### src/core/pss_pkg.sv
// Package for the scan supervisor: map, fields, timing
package pss_pkg;
  localparam int unsigned CLK_HZ        = 40_000_000;
  localparam int unsigned TICK_US       = 1000;
  localparam int unsigned TICK_CYCLES   = CLK_HZ / 1_000_000 * TICK_US;
  localparam int unsigned SHORT_LOSS_MS = 20;
  localparam int unsigned NUM_TASKS     = 8;
  // Register byte offsets
  localparam logic [7:0] A_CTRL     = 8'h00;
  localparam logic [7:0] A_STATUS   = 8'h04;
  localparam logic [7:0] A_WD_LIMIT = 8'h08;
  localparam logic [7:0] A_SCAN_MAX = 8'h0c;
  localparam logic [7:0] A_SCAN_MIN = 8'h10;
  localparam logic [7:0] A_LATEST_CYCLE_TIME = 8'h14;
  localparam logic [7:0] A_IRQ_STAT = 8'h18;
  localparam logic [7:0] A_IRQ_MASK = 8'h1c;
  localparam logic [7:0] A_TASK_SEL = 8'h20;
  localparam logic [7:0] A_TASK_IVL = 8'h24;
  localparam logic [7:0] A_TASK_ENA = 8'h28;
  localparam logic [7:0] A_TMR_PRE  = 8'h2c;
  localparam logic [7:0] A_TMR_ET   = 8'h30;
  // CTRL bits
  localparam int CTRL_RUN    = 0;
  localparam int CTRL_TMR_EN = 1;
  // IRQ status bits
  localparam int IRQ_WDOG    = 0;
  localparam int IRQ_RESTART = 1;
  localparam int IRQ_TASK    = 2;
  localparam int IRQ_TMR_Q   = 3;
  localparam logic [15:0] WD_LIMIT_RST = 16'h0064;
  localparam logic [31:0] SCAN_MIN_RST = 32'hffffffff;
  localparam logic [1:0]  RESP_OKAY    = 2'b00;
  localparam logic [1:0]  RESP_SLVERR  = 2'b10;

  typedef enum logic [1:0] {
    PSS_STOP    = 2'b00,
    PSS_RUN     = 2'b01,
    PSS_HOLD    = 2'b10,
    PSS_FAULT   = 2'b11
  } pss_mode_t;

  // Signals from the program sequencer
  typedef struct packed {
    logic scan_start;
    logic wd_clear;
    logic tmr_exec;
    logic tmr_in;
  } pss_seq_t;
endpackage

### src/core/pss_supervisor.sv
// Scan supervisor: scan timing, watchdog, tasks, power loss, timer
//
// Functional notes
// - Sequencer runs program first to last step and repeats unless interrupted.
// - Scan period is measured from one step zero start to the next.
// - Largest, smallest and latest scan times kept, each in milliseconds.
// - Watchdog overrun halts execution at once and forces all outputs off.
// - Watchdog limit is 1 to 65535 ms in 1 ms steps.
// - Watchdog clear call resets accumulated watchdog time to zero.
// - Watchdog error clears only by manual reset, restart or STOP entry.
// - Power loss up to 20 ms suspends execution, holds outputs, then resumes.
// - Watchdog and task interval timing keep counting while suspended.
// - Power loss longer than 20 ms causes full restart on recovery.
// - Timed tasks fire at a fixed interval independent of the scan.
// - Interrupt request runs its task at once, pre-empting the scan.
// - At most eight tasks total, of any mix of kinds.
// - Timer counts up in 1 ms steps over a 32-bit range.
// - Timer elapsed value updates only when its block executes.
// - On-delay output turns on when elapsed equals preset.
// - Timer error at most one scan plus delay to block execution.
`timescale 1ns/10ps
module pss_supervisor #(
  parameter int unsigned TICK_CYCLES = pss_pkg::TICK_CYCLES,
  parameter int unsigned LOSS_MS     = pss_pkg::SHORT_LOSS_MS
) (
  // Clock and reset
  input  wire logic               aclk,
  input  wire logic               aresetn,
  input  wire logic               clk_en,
  // AXI4-Lite slave
  input  wire logic [7:0]         s_awaddr,
  input  wire logic               s_awvalid,
  output logic                    s_awready,
  input  wire logic [31:0]        s_wdata,
  input  wire logic [3:0]         s_wstrb,
  input  wire logic               s_wvalid,
  output logic                    s_wready,
  output logic [1:0]              s_bresp,
  output logic                    s_bvalid,
  input  wire logic               s_bready,
  input  wire logic [7:0]         s_araddr,
  input  wire logic               s_arvalid,
  output logic                    s_arready,
  output logic [31:0]             s_rdata,
  output logic [1:0]              s_rresp,
  output logic                    s_rvalid,
  input  wire logic               s_rready,
  // Sequencer and field
  input  wire pss_pkg::pss_seq_t  seq,
  input  wire logic               manual_reset,
  input  wire logic               power_fail,
  input  wire logic [7:0]         ext_irq,
  input  wire logic [7:0]         int_irq,
  // Outputs
  output logic                    exec_enable,
  output logic                    outputs_enable,
  output logic                    restart_req,
  output logic [7:0]              task_run,
  output logic                    on_delay_q,
  output logic                    irq
);
  localparam int TW = $clog2(TICK_CYCLES);

  logic [TW-1:0]      tick_cnt;
  logic               tick;
  pss_pkg::pss_mode_t mode;
  logic [1:0]         ctrl;
  logic [15:0]        wd_limit;
  logic [15:0]        cycle_watchdog;
  logic [31:0]        scan_ms;
  logic [31:0]        scan_max, scan_min, latest_cycle_time;
  logic               scan_seen;
  logic [7:0]         loss_ms;
  logic               long_loss;
  logic [3:0]         irq_stat, irq_mask;
  logic [2:0]         task_sel;
  logic [31:0]        task_ivl [pss_pkg::NUM_TASKS];
  logic [31:0]        task_cnt [pss_pkg::NUM_TASKS];
  logic [7:0]         task_ena;
  logic [7:0]         timed_fire;
  logic [31:0]        tmr_pre, tmr_et, tmr_acc;
  logic               run_q;
  logic [3:0]         evt;
  logic               wd_over;
  logic               aw_held, w_held;
  logic [7:0]         aw_addr;
  logic [31:0]        w_data;
  logic               wr_do, rd_do;
  logic [31:0]        next_rdata;
  logic [1:0]         next_rresp;

  function automatic logic mapped(input logic [7:0] a);
    mapped = (a <= pss_pkg::A_TMR_ET) && (a[1:0] == 2'b00);
  endfunction

  // Millisecond timebase; stops with the clock enable like everything else
  always_ff @(posedge aclk) begin
    if (!aresetn) begin
      tick_cnt <= '0;
      tick     <= 1'b0;
    end else if (clk_en) begin
      tick <= (tick_cnt == TW'(TICK_CYCLES - 1));
      if (tick_cnt == TW'(TICK_CYCLES - 1)) tick_cnt <= '0;
      else tick_cnt <= tick_cnt + 1'b1;
    end
  end

  assign wd_over = (cycle_watchdog >= wd_limit) && (mode == pss_pkg::PSS_RUN);

  // Operating mode
  always_ff @(posedge aclk) begin
    if (!aresetn) begin
      mode <= pss_pkg::PSS_STOP;
      run_q <= 1'b0;
      restart_req <= 1'b0;
    end else if (clk_en) begin
      run_q <= ctrl[pss_pkg::CTRL_RUN];
      restart_req <= 1'b0;
      unique case (mode)
        pss_pkg::PSS_STOP: if (ctrl[pss_pkg::CTRL_RUN] && !run_q) begin
          mode <= pss_pkg::PSS_RUN;
          restart_req <= 1'b1;
        end
        pss_pkg::PSS_RUN: begin
          if (!ctrl[pss_pkg::CTRL_RUN]) mode <= pss_pkg::PSS_STOP;
          else if (wd_over && tick) mode <= pss_pkg::PSS_FAULT;
          else if (power_fail) mode <= pss_pkg::PSS_HOLD;
        end
        pss_pkg::PSS_HOLD: begin
          if (!power_fail) begin
            mode <= pss_pkg::PSS_RUN;
            restart_req <= long_loss;
          end
        end
        pss_pkg::PSS_FAULT: begin
          // Latched until manual reset or STOP; a restart only clears it by passing through STOP
          if (manual_reset || !ctrl[pss_pkg::CTRL_RUN])
            mode <= pss_pkg::PSS_STOP;
        end
      endcase
      if (manual_reset && mode != pss_pkg::PSS_FAULT)
        mode <= pss_pkg::PSS_STOP;
    end
  end

  // Execution gates; outputs held during short loss, dropped on fault
  always_ff @(posedge aclk) begin
    if (!aresetn) begin
      exec_enable    <= 1'b0;
      outputs_enable <= 1'b0;
    end else if (clk_en) begin
      exec_enable    <= (mode == pss_pkg::PSS_RUN) && !(wd_over && tick)
                        && !power_fail;
      outputs_enable <= (mode == pss_pkg::PSS_RUN && !(wd_over && tick))
                        || mode == pss_pkg::PSS_HOLD;
    end
  end

  // Power loss duration
  always_ff @(posedge aclk) begin
    if (!aresetn) begin
      loss_ms   <= '0;
      long_loss <= 1'b0;
    end else if (clk_en) begin
      if (!power_fail) begin
        loss_ms   <= '0;
        long_loss <= 1'b0;
      end else if (tick) begin
        if (loss_ms != 8'hff) loss_ms <= loss_ms + 1'b1;
        if (loss_ms >= 8'(LOSS_MS)) long_loss <= 1'b1;
      end
    end
  end

  // Watchdog; keeps counting in HOLD
  always_ff @(posedge aclk) begin
    if (!aresetn) begin
      cycle_watchdog <= '0;
    end else if (clk_en) begin
      if (seq.scan_start || seq.wd_clear || mode == pss_pkg::PSS_STOP)
        cycle_watchdog <= '0;
      else if (tick && cycle_watchdog != 16'hffff)
        cycle_watchdog <= cycle_watchdog + 1'b1;
    end
  end

  // Scan time statistics
  always_ff @(posedge aclk) begin
    if (!aresetn) begin
      scan_ms           <= '0;
      scan_max          <= '0;
      scan_min          <= pss_pkg::SCAN_MIN_RST;
      latest_cycle_time <= '0;
      scan_seen         <= 1'b0;
    end else if (clk_en) begin
      if (seq.scan_start) begin
        scan_ms <= '0;
        scan_seen <= 1'b1;
        if (scan_seen) begin
          latest_cycle_time <= scan_ms;
          if (scan_ms > scan_max) scan_max <= scan_ms;
          if (scan_ms < scan_min) scan_min <= scan_ms;
        end
      end else if (tick) begin
        scan_ms <= scan_ms + 1'b1;
      end
    end
  end

  // Timed and interrupt tasks, eight slots of any kind
  for (genvar i = 0; i < pss_pkg::NUM_TASKS; i++) begin : g_task
    always_ff @(posedge aclk) begin
      if (!aresetn) begin
        task_cnt[i]   <= '0;
        timed_fire[i] <= 1'b0;
      end else if (clk_en) begin
        timed_fire[i] <= 1'b0;
        if (!task_ena[i] || mode == pss_pkg::PSS_STOP) begin
          task_cnt[i] <= '0;
        end else if (tick) begin
          // Interval counts in 10 ms units of tick-rate ms
          if (task_cnt[i] + 1 >= task_ivl[i] * 10) begin
            task_cnt[i]   <= '0;
            timed_fire[i] <= 1'b1;
          end else begin
            task_cnt[i] <= task_cnt[i] + 1'b1;
          end
        end
      end
    end
  end

  always_ff @(posedge aclk) begin
    if (!aresetn) begin
      task_run <= '0;
    end else if (clk_en) begin
      if (mode == pss_pkg::PSS_RUN && !power_fail)
        task_run <= task_ena & (timed_fire | ext_irq | int_irq);
      else
        task_run <= '0;
    end
  end

  // On-delay timer, sampled only when its block executes
  always_ff @(posedge aclk) begin
    if (!aresetn) begin
      tmr_acc    <= '0;
      tmr_et     <= '0;
      on_delay_q <= 1'b0;
    end else if (clk_en) begin
      if (!seq.tmr_in || !ctrl[pss_pkg::CTRL_TMR_EN]) tmr_acc <= '0;
      else if (tick && tmr_acc != 32'hffffffff)
        tmr_acc <= tmr_acc + 1'b1;
      if (seq.tmr_exec) begin
        tmr_et     <= (tmr_acc >= tmr_pre) ? tmr_pre : tmr_acc;
        on_delay_q <= seq.tmr_in && (tmr_acc >= tmr_pre);
      end
    end
  end

  // Interrupt status, cleared by reading it; set wins
  assign evt = {on_delay_q == 1'b0 && seq.tmr_exec && seq.tmr_in &&
                tmr_acc >= tmr_pre, |timed_fire, restart_req,
                wd_over && tick && mode == pss_pkg::PSS_RUN};
  always_ff @(posedge aclk) begin
    if (!aresetn) begin
      irq_stat <= '0;
      irq      <= 1'b0;
    end else if (clk_en) begin
      irq_stat <= (rd_do && s_araddr == pss_pkg::A_IRQ_STAT ? 4'h0 : irq_stat)
                  | evt;
      irq <= |(irq_stat & irq_mask);
    end
  end

  // AXI4-Lite write path
  assign wr_do = aw_held && w_held && !s_bvalid;
  always_ff @(posedge aclk) begin
    if (!aresetn) begin
      aw_held <= 1'b0;
      w_held  <= 1'b0;
      aw_addr <= '0;
      w_data  <= '0;
      s_bvalid <= 1'b0;
      s_bresp  <= pss_pkg::RESP_OKAY;
    end else if (clk_en) begin
      if (s_awvalid && s_awready) begin
        aw_held <= 1'b1;
        aw_addr <= s_awaddr;
      end
      if (s_wvalid && s_wready) begin
        w_held <= 1'b1;
        w_data <= s_wdata;
      end
      if (wr_do) begin
        aw_held  <= 1'b0;
        w_held   <= 1'b0;
        s_bvalid <= 1'b1;
        s_bresp  <= mapped(aw_addr) ? pss_pkg::RESP_OKAY
                                    : pss_pkg::RESP_SLVERR;
      end else if (s_bready) begin
        s_bvalid <= 1'b0;
      end
    end
  end
  // Ready flags follow the next holding state, so each comes from a flop
  always_ff @(posedge aclk) begin
    if (!aresetn) begin
      s_awready <= 1'b1;
      s_wready  <= 1'b1;
      s_arready <= 1'b1;
    end else if (clk_en) begin
      s_awready <= !(wr_do || aw_held || (s_awvalid && s_awready) ||
                     (s_bvalid && !s_bready));
      s_wready  <= !(wr_do || w_held || (s_wvalid && s_wready) ||
                     (s_bvalid && !s_bready));
      s_arready <= !(rd_do || (s_rvalid && !s_rready));
    end
  end

  // Writable registers; full-word writes only matter for wide fields
  always_ff @(posedge aclk) begin
    if (!aresetn) begin
      ctrl     <= '0;
      wd_limit <= pss_pkg::WD_LIMIT_RST;
      irq_mask <= '0;
      task_sel <= '0;
      task_ena <= '0;
      tmr_pre  <= '0;
      for (int k = 0; k < pss_pkg::NUM_TASKS; k++) task_ivl[k] <= 32'h1;
    end else if (clk_en && wr_do) begin
      unique case (aw_addr)
        pss_pkg::A_CTRL:     ctrl <= w_data[1:0];
        pss_pkg::A_WD_LIMIT: if (w_data[15:0] != 16'h0)
          wd_limit <= w_data[15:0];
        pss_pkg::A_IRQ_MASK: irq_mask <= w_data[3:0];
        pss_pkg::A_TASK_SEL: task_sel <= w_data[2:0];
        pss_pkg::A_TASK_IVL: if (w_data != 32'h0)
          task_ivl[task_sel] <= w_data;
        pss_pkg::A_TASK_ENA: task_ena <= w_data[7:0];
        pss_pkg::A_TMR_PRE:  tmr_pre <= w_data;
        default: ;
      endcase
    end
  end

  // AXI4-Lite read path, one cycle after the address
  assign rd_do = s_arvalid && s_arready;
  always_comb begin
    next_rresp = pss_pkg::RESP_OKAY;
    unique case (s_araddr)
      pss_pkg::A_CTRL:     next_rdata = {30'h0, ctrl};
      pss_pkg::A_STATUS:   next_rdata = {25'h0, restart_req, long_loss,
                                         power_fail, outputs_enable,
                                         exec_enable, mode};
      pss_pkg::A_WD_LIMIT: next_rdata = {16'h0, wd_limit};
      pss_pkg::A_SCAN_MAX: next_rdata = scan_max;
      pss_pkg::A_SCAN_MIN: next_rdata = scan_min;
      pss_pkg::A_LATEST_CYCLE_TIME: next_rdata = latest_cycle_time;
      pss_pkg::A_IRQ_STAT: next_rdata = {28'h0, irq_stat};
      pss_pkg::A_IRQ_MASK: next_rdata = {28'h0, irq_mask};
      pss_pkg::A_TASK_SEL: next_rdata = {29'h0, task_sel};
      pss_pkg::A_TASK_IVL: next_rdata = task_ivl[task_sel];
      pss_pkg::A_TASK_ENA: next_rdata = {24'h0, task_ena};
      pss_pkg::A_TMR_PRE:  next_rdata = tmr_pre;
      pss_pkg::A_TMR_ET:   next_rdata = tmr_et;
      default: begin
        next_rdata = 32'h0;
        next_rresp = pss_pkg::RESP_SLVERR;
      end
    endcase
  end
  always_ff @(posedge aclk) begin
    if (!aresetn) begin
      s_rvalid <= 1'b0;
      s_rdata  <= '0;
      s_rresp  <= pss_pkg::RESP_OKAY;
    end else if (clk_en) begin
      if (rd_do) begin
        s_rvalid <= 1'b1;
        s_rdata  <= next_rdata;
        s_rresp  <= next_rresp;
      end else if (s_rready) begin
        s_rvalid <= 1'b0;
      end
    end
  end

  // Checks
  property p_wdog_off;
    @(posedge aclk) disable iff (!aresetn)
    (clk_en && mode == pss_pkg::PSS_RUN && wd_over && tick)
      |=> !outputs_enable && !exec_enable;
  endproperty
  a_wdog_off: assert property (p_wdog_off)
    else $error("outputs stay on after watchdog overrun");

  property p_fault_latch;
    @(posedge aclk) disable iff (!aresetn)
    (mode == pss_pkg::PSS_FAULT && clk_en && !manual_reset &&
     ctrl[pss_pkg::CTRL_RUN]) |=> mode == pss_pkg::PSS_FAULT;
  endproperty
  a_fault_latch: assert property (p_fault_latch)
    else $error("watchdog fault left without reset or stop");

  property p_wd_clear;
    @(posedge aclk) disable iff (!aresetn)
    (clk_en && (seq.wd_clear || seq.scan_start)) |=> cycle_watchdog == 0;
  endproperty
  a_wd_clear: assert property (p_wd_clear)
    else $error("watchdog time not cleared");

  property p_wd_count;
    @(posedge aclk) disable iff (!aresetn)
    (clk_en && tick && !seq.wd_clear && !seq.scan_start &&
     mode != pss_pkg::PSS_STOP && cycle_watchdog < 16'hfffe)
      |=> cycle_watchdog == $past(cycle_watchdog) + 1;
  endproperty
  a_wd_count: assert property (p_wd_count)
    else $error("watchdog missed a tick");

  property p_hold_outputs;
    @(posedge aclk) disable iff (!aresetn)
    (clk_en && mode == pss_pkg::PSS_HOLD) |=> outputs_enable && !exec_enable;
  endproperty
  a_hold_outputs: assert property (p_hold_outputs)
    else $error("short loss did not hold outputs");

  property p_latest;
    @(posedge aclk) disable iff (!aresetn)
    (clk_en && seq.scan_start && scan_seen)
      |=> latest_cycle_time == $past(scan_ms);
  endproperty
  a_latest: assert property (p_latest)
    else $error("latest scan time not captured");

  property p_minmax;
    @(posedge aclk) disable iff (!aresetn)
    (scan_seen && latest_cycle_time != 0) |-> scan_min <= scan_max;
  endproperty
  a_minmax: assert property (p_minmax)
    else $error("scan minimum above maximum");

  property p_on_delay;
    @(posedge aclk) disable iff (!aresetn)
    (clk_en && seq.tmr_exec && seq.tmr_in && tmr_acc == tmr_pre)
      |=> on_delay_q;
  endproperty
  a_on_delay: assert property (p_on_delay)
    else $error("on-delay output late");

  property p_et_frozen;
    @(posedge aclk) disable iff (!aresetn)
    (clk_en && !seq.tmr_exec) |=> $stable(tmr_et);
  endproperty
  a_et_frozen: assert property (p_et_frozen)
    else $error("elapsed value moved without block execution");

  property p_long_restart;
    @(posedge aclk) disable iff (!aresetn)
    (clk_en && mode == pss_pkg::PSS_HOLD && !power_fail && long_loss)
      |=> restart_req;
  endproperty
  a_long_restart: assert property (p_long_restart)
    else $error("long power loss without restart");

  c_fault:   cover property (@(posedge aclk) mode == pss_pkg::PSS_FAULT);
  c_hold:    cover property (@(posedge aclk) mode == pss_pkg::PSS_HOLD);
  c_task:    cover property (@(posedge aclk) |task_run);
  c_tmr_q:   cover property (@(posedge aclk) on_delay_q);
endmodule

### config.mk
export PLATFORM = sky130hd
export DESIGN_NAME = pss_supervisor
export DESIGN_NICKNAME = d
export VERILOG_FILES = /design/src/core/pss_pkg.sv /design/src/core/pss_supervisor.sv
export SDC_FILE = /design/constraint.sdc
export NUM_CORES = 2
export LEC_CHECK = 0
export BUFFER_PORTS_ARGS = -buffer_cell sky130_fd_sc_hd__buf_2
export CORE_UTILIZATION = 45
export DETAILED_ROUTE_END_ITERATION = 7
export SLEW_MARGIN = 20
export SYNTH_ARGS = -nofsm -noshare
export SYNTH_HDL_FRONTEND = slang
export SYNTH_SLANG_ARGS = --single-unit
### constraint.sdc
create_clock -name aclk -period 12.2 [get_ports aclk]
set_input_delay 2.44 -clock aclk [delete_from_list [all_inputs] [get_ports aclk]]
set_output_delay 2.44 -clock aclk [all_outputs]
set_load 0.01 [all_outputs]
# Word-level counts from Yosys, hierarchy flattened

Memory sizes are Yosys's and may differ from the RTL's. A register that Yosys moved wholly into a read port is not among the register bits.
Cells that the tools add are included.

Output and inout bits: 54
Flip-flop bits (word level): 411
Bits of input ports: 82
Memories: 2
Bits in writable memories: 512

Multiplexer cells: 201
Equality and inequality tests: 33
Magnitude comparators: 14
Reductions and logical operators: 106
$add $sub $neg: 13
Bitwise gates (word level): 30
Multipliers: 8

Memory list:

| name     | words | width | read ports | clocked after memory_dff | wr ports | line                 | RTL |
|---|---|---|---|---|---|---|---|
| task_cnt | 8     | 32    | 8          | 0                        | 8        | pss_supervisor.sv:78 | `logic [31:0] task_cnt [pss_pkg::NUM_TASKS];` |
| task_ivl | 8     | 32    | 9          | 1                        | 8        | pss_supervisor.sv:77 | `logic [31:0] task_ivl [pss_pkg::NUM_TASKS];` |

Operators by type and width:

| operator                                                             | count |
|---|---|
| 32-bit two-way mux                                                   | 30 |
| 32-bit one-hot mux with 13 select lines                              | 1 |
| 32-bit by 1-bit adder with 32-bit output, second input constant      | 10 |
| 32-bit greater-or-equal comparator                                   | 9 |
| 32-bit by 3-bit multiplier with 31-bit output, second input constant | 8 |
| 1-bit two-way mux                                                    | 148 |
| 8-bit by 6-bit == test with 1-bit output, second input constant      | 9 |
| 16-bit two-way mux                                                   | 3 |
| 8-bit by 5-bit == test with 1-bit output, second input constant      | 5 |
| 2-bit AND reduction                                                  | 18 |
| 16-bit by 1-bit adder with 16-bit output, second input constant      | 2 |
| 32-bit > comparator                                                  | 1 |
| 32-bit < comparator                                                  | 1 |
| 8-bit two-way mux                                                    | 4 |
| 32-bit != test, second input constant                                | 1 |
| 32-bit nonzero test                                                  | 1 |
| 32-bit OR reduction                                                  | 1 |
| 8-bit by 4-bit == test with 1-bit output, second input constant      | 3 |
| 1-bit logical AND                                                    | 24 |
| 1-bit OR                                                             | 24 |
| 1-bit logical NOT                                                    | 20 |
| 1-bit logical OR                                                     | 20 |
| 2-bit two-way mux                                                    | 9 |
| 16-bit == test, second input constant                                | 1 |
| 32 further kinds                                                     | 52 |

# Longest topological paths before layout

An unclocked memory read counts as a cell.

Depth in word-level cells: 11
Gate-level depth with buffers: 25
Gate-level depth less buffers: 24

# Worst setup path before layout

Ideal clock, no wire load.

Path type: input to register
Start point: in clk_en
End point: mem task_ivl[4][0] (enable)
Stages: 8
Arrival time: 6.323 ns
Buffers on the path: 2
Library setup time: 0.466 ns
Slack: 5.411 ns
Cells stage by stage: buf_2 > nand4_1 > or3_1 > nor3b_2 > o211ai_1 > or2_1 > clkbuf_1 > o21ai_0

RTL lines:

| what               | line                 | RTL |
|---|---|---|
| start: declaration | pss_supervisor.sv:29 | `input wire logic clk_en,` |
| end: declaration   | pss_supervisor.sv:77 |  |

==> qor.csv <==
metric,value,unit
maximum root-to-sink buffer count,3,
CP cell instances,ha_1 -> ha_1 -> inv_1 -> fa_1 -> nor2b_1 -> o21a_1 -> o21ai_0 -> a21oi_1 -> or4_1 -> a32oi_1 -> o21ai_0 -> a21oi_1 -> xor2_1 -> ha_1 -> a21o_1 -> a221oi_1 -> o211ai_1 -> a2111oi_0 -> nor3_1 -> or3_2 -> nor2b_1,
# IOs,136,
total gr overflow,0,
CTS root buffer,clkbuf_16,
Post-synth EDFFs,512,
cell area after synthesis,63300,sq um
total global-route track usage,26.12,%
CTS tree,built,
number of global-route vias before repair,47100,
maximum VDD drop,0.1059,mV
share of cells above drive strength 1,7.636,%
fin. max-slew vios,0,
Leakage Power,29.51,nW
Synth area leader,edfxtp_1,
Worst Path Arrival,7.00,ns
fin cells,8596,
Setup-failing EPs final,0,
outcome,"finished, final reports clean",
MaxCap Viol Count,0,
actual slew at the worst max-slew pin,1.124,ns
Fin. Hold Viols,0,
total length of routed met2 wires,83850,um
Gate Count Post-Synth,6553,
Die Y,377.0,um
pwr dens,110.5,nW/um^2
largest net degree at the start of global routing,109,
Synth cell types,87,
setup bufs post-CTS,0,
DIE WIDTH,377.0,um
worst r2r dst,task_cnt[0][35],
routability cong.,0.9167,
Area Growth Syn to Fin,10.28,%
asr flop ratio synth,0,%
DRT Wirelength,187700,um
source of the worst hold timing path,task_run[0],
top post-synthesis cells by area,"edfxtp_1 (24%), ha_1 (16%), dfxtp_1 (13%)",
row count,137,
core area,139500,sq um
PortBufs,129,
met3 WL,12360,um
dpl hpwl,139800,um
Yosys top cell area share,24.29,%
layout net count,7532,
first-pass GRT wire length,284100,um
DRT met1 WL,83050,um
Avg Inst Size Synth,9.659,sq um
Worst slew margin,24.90,%
Crit path required time,12.76,ns
Clock transition at path regs,0.06,ns
main flop type after synthesis,edfxtp_1,
most used cell along the critical path,ha_1,
Hold Path Stages,2,
first-iteration detailed-routing DRC count,4118,
RSZ-0062 raised after global routing,no,
r2r setup slk,5.76,ns
hold-fix buffers at CTS,0,
TritonCTS buffer count,107,
Crit Path Max Fanout,32,
starting utilization of the core area,45.36,%
worst min-delay path class,reg2reg,
YS warnings,0,
CP max-delay cell,or3_2,
placed cell count,8391,
final critical-path share of the clock period,52.76,%
wire per inst,21.84,um
Final ANT Viol Nets,0,
clock skew,0.05132,ns
CP peak stage delay,0.79,ns
fillers,12980,
Final min period,6.437,ns
clock sinks,924,
critical path type,reg2reg,
DRT Pass-1 Iters,6,
element type at the critical path start,flop,
Post-CTS Resized,0,
vias,49300,
"FF+latch count, synth",924,
worst-case hold path end point,task_run[0],
worst r2r path cells,21,
drt drc,0,
CP Capture Type,flop,
max frequency,155.4,MHz
Fin Setup TNS,0,ns
H-tree depth,3,
worst-skew pair later-pin latency,0.74,ns
initial antenna violation count,17,
Highest Signal Layer,met5,
r2r startpoint,task_ivl[1][1],
die area,142200,sq um
sequential area share after synthesis,37.32,%
Vias per Instance,5.736,
-- cell usage after synthesis, drive strengths merged (83+ instances only) --
master and number:
ha 813, nand2 605, edfxtp 512, dfxtp 412, nor2 385, nor2b 358
a21oi 335, xor2 278, and2 273, o21ai 265, xnor2 256, inv 246
clkbuf 225, nand3 220, a21o 197, a21boi 131, nand4 126, mux2i 92
and3 83
-- worst max-delay path: cells and delay by family, from the launching register on --
kind,cells,cell delay [ns]
AO/OA/AOI/OAI,10,2.45
XOR/XNOR,1,0.29
buffers and inverters,1,0.07
AND/OR/NAND/NOR,5,1.80
flip-flops,1,0.56
adder cells (fa/ha/maj),4,1.08
-- routing by layer --
layer | up-vias | track usage, %
met5 | - | 0
met1 | 23780 | 35.28
met3 | 307 | 3.906
met4 | 10 | 11.12
met2 | 1390 | 41.51
li1 | 23820 | -
-- flip-flops by register name, indices dropped and copies added, names as in the netlist, 16 cells and up, named ones only --
register and cells:
s_rdata 32, tmr_acc 32, tmr_et 32, latest_cycle_time 32, scan_min 32, w_data 32
cycle_watchdog 16, task_ivl 256, tmr_pre 32, scan_max 32, wd_limit 16, tick_cnt 16
task_cnt 256, scan_ms 32
-- worst max path at each step --
stage	depth (start not counted)	to	slack, ns	start
floorplan	8	task_ivl[4][0]	5.41	clk_en
global placement	23	task_cnt[0][62]	5.77	task_ivl[1][1]
detailed placement	23	task_cnt[0][62]	5.68	task_ivl[1][1]
CTS	23	task_cnt[0][47]	5.68	task_ivl[1][1]
global route	22	task_cnt[0][50]	5.25	task_ivl[1][1]
finish	21	task_cnt[0][35]	5.76	task_ivl[1][1]
-- power by group --
group          leakage, nW  switching (mW)  internal (mW)
Combinational         19.1           0.586          0.418
Sequential            8.71           0.109           3.37
Clock                 1.68            1.38           1.85
Total                 29.5            2.07           5.64
-- cells in the final DEF, fill, tap and decap left out, types with 76 or more instances in the layout --
cell and instances:
and2_1 272, clkbuf_16 109, a21boi_0 130, nand2_1 604, nor2_1 374, mux2i_1 92, nor2b_1 357, inv_1 246
o21ai_0 253, buf_4 76, edfxtp_1 512, xor2_1 278, nand4_1 126, a21oi_1 326, nand3_1 220, xnor2_1 256
a22oi_1 80, ha_1 813, and3_1 82, a21o_1 197, buf_2 128, dfxtp_1 409
-- area by class of cell --
class | instances | area [sq um] | share of cell area, %
Timing Repair Buffer | 211 | 1391 | 1.993
Antenna cell | 2 | 5.005 | 0.007170
Clock inverter | 55 | 541.8 | 0.7761
Tap cell | 1876 | 2347 | 3.363
Clock buffer | 143 | 2915 | 4.176
Sequential cell | 924 | 23630 | 33.85
Inverter | 247 | 927.1 | 1.328
Multi-Input combinational cell | 5138 | 38050 | 54.51
-- cell families (layout without fill, tap and decap cells) --
kind of cell / Yosys count / count (layout) / synth area share, %
adders and majority gates: 821 / 821 / 16.32
and+or+nand+nor: 2285 / 2285 / 18.34
DFF: 924 / 924 / 37.32
other: 1 / 4 / 0.005924
xor gates and xnor gates: 534 / 534 / 7.389
buffers and inverters: 492 / 656 / 2.931
AOI/OAI and AO/OA: 1339 / 1339 / 13.94
muxes: 157 / 157 / 3.750
-- stage by stage --
stage	power, mW	hold slack (ns)	setup WS (ns)	util, %	cell area [sq um]
floorplan	4.220	0.4391	5.411	-	63300
global placement	4.515	0.4356	5.770	47.41	66150
detailed placement	4.537	0.4386	5.675	47.43	66180
CTS	7.762	0.4526	5.677	49.91	69640
global route	8.010	0.4618	5.248	50.02	69800
finish	7.712	0.4474	5.763	50.03	69800
(Power assumes the default switching activity.)
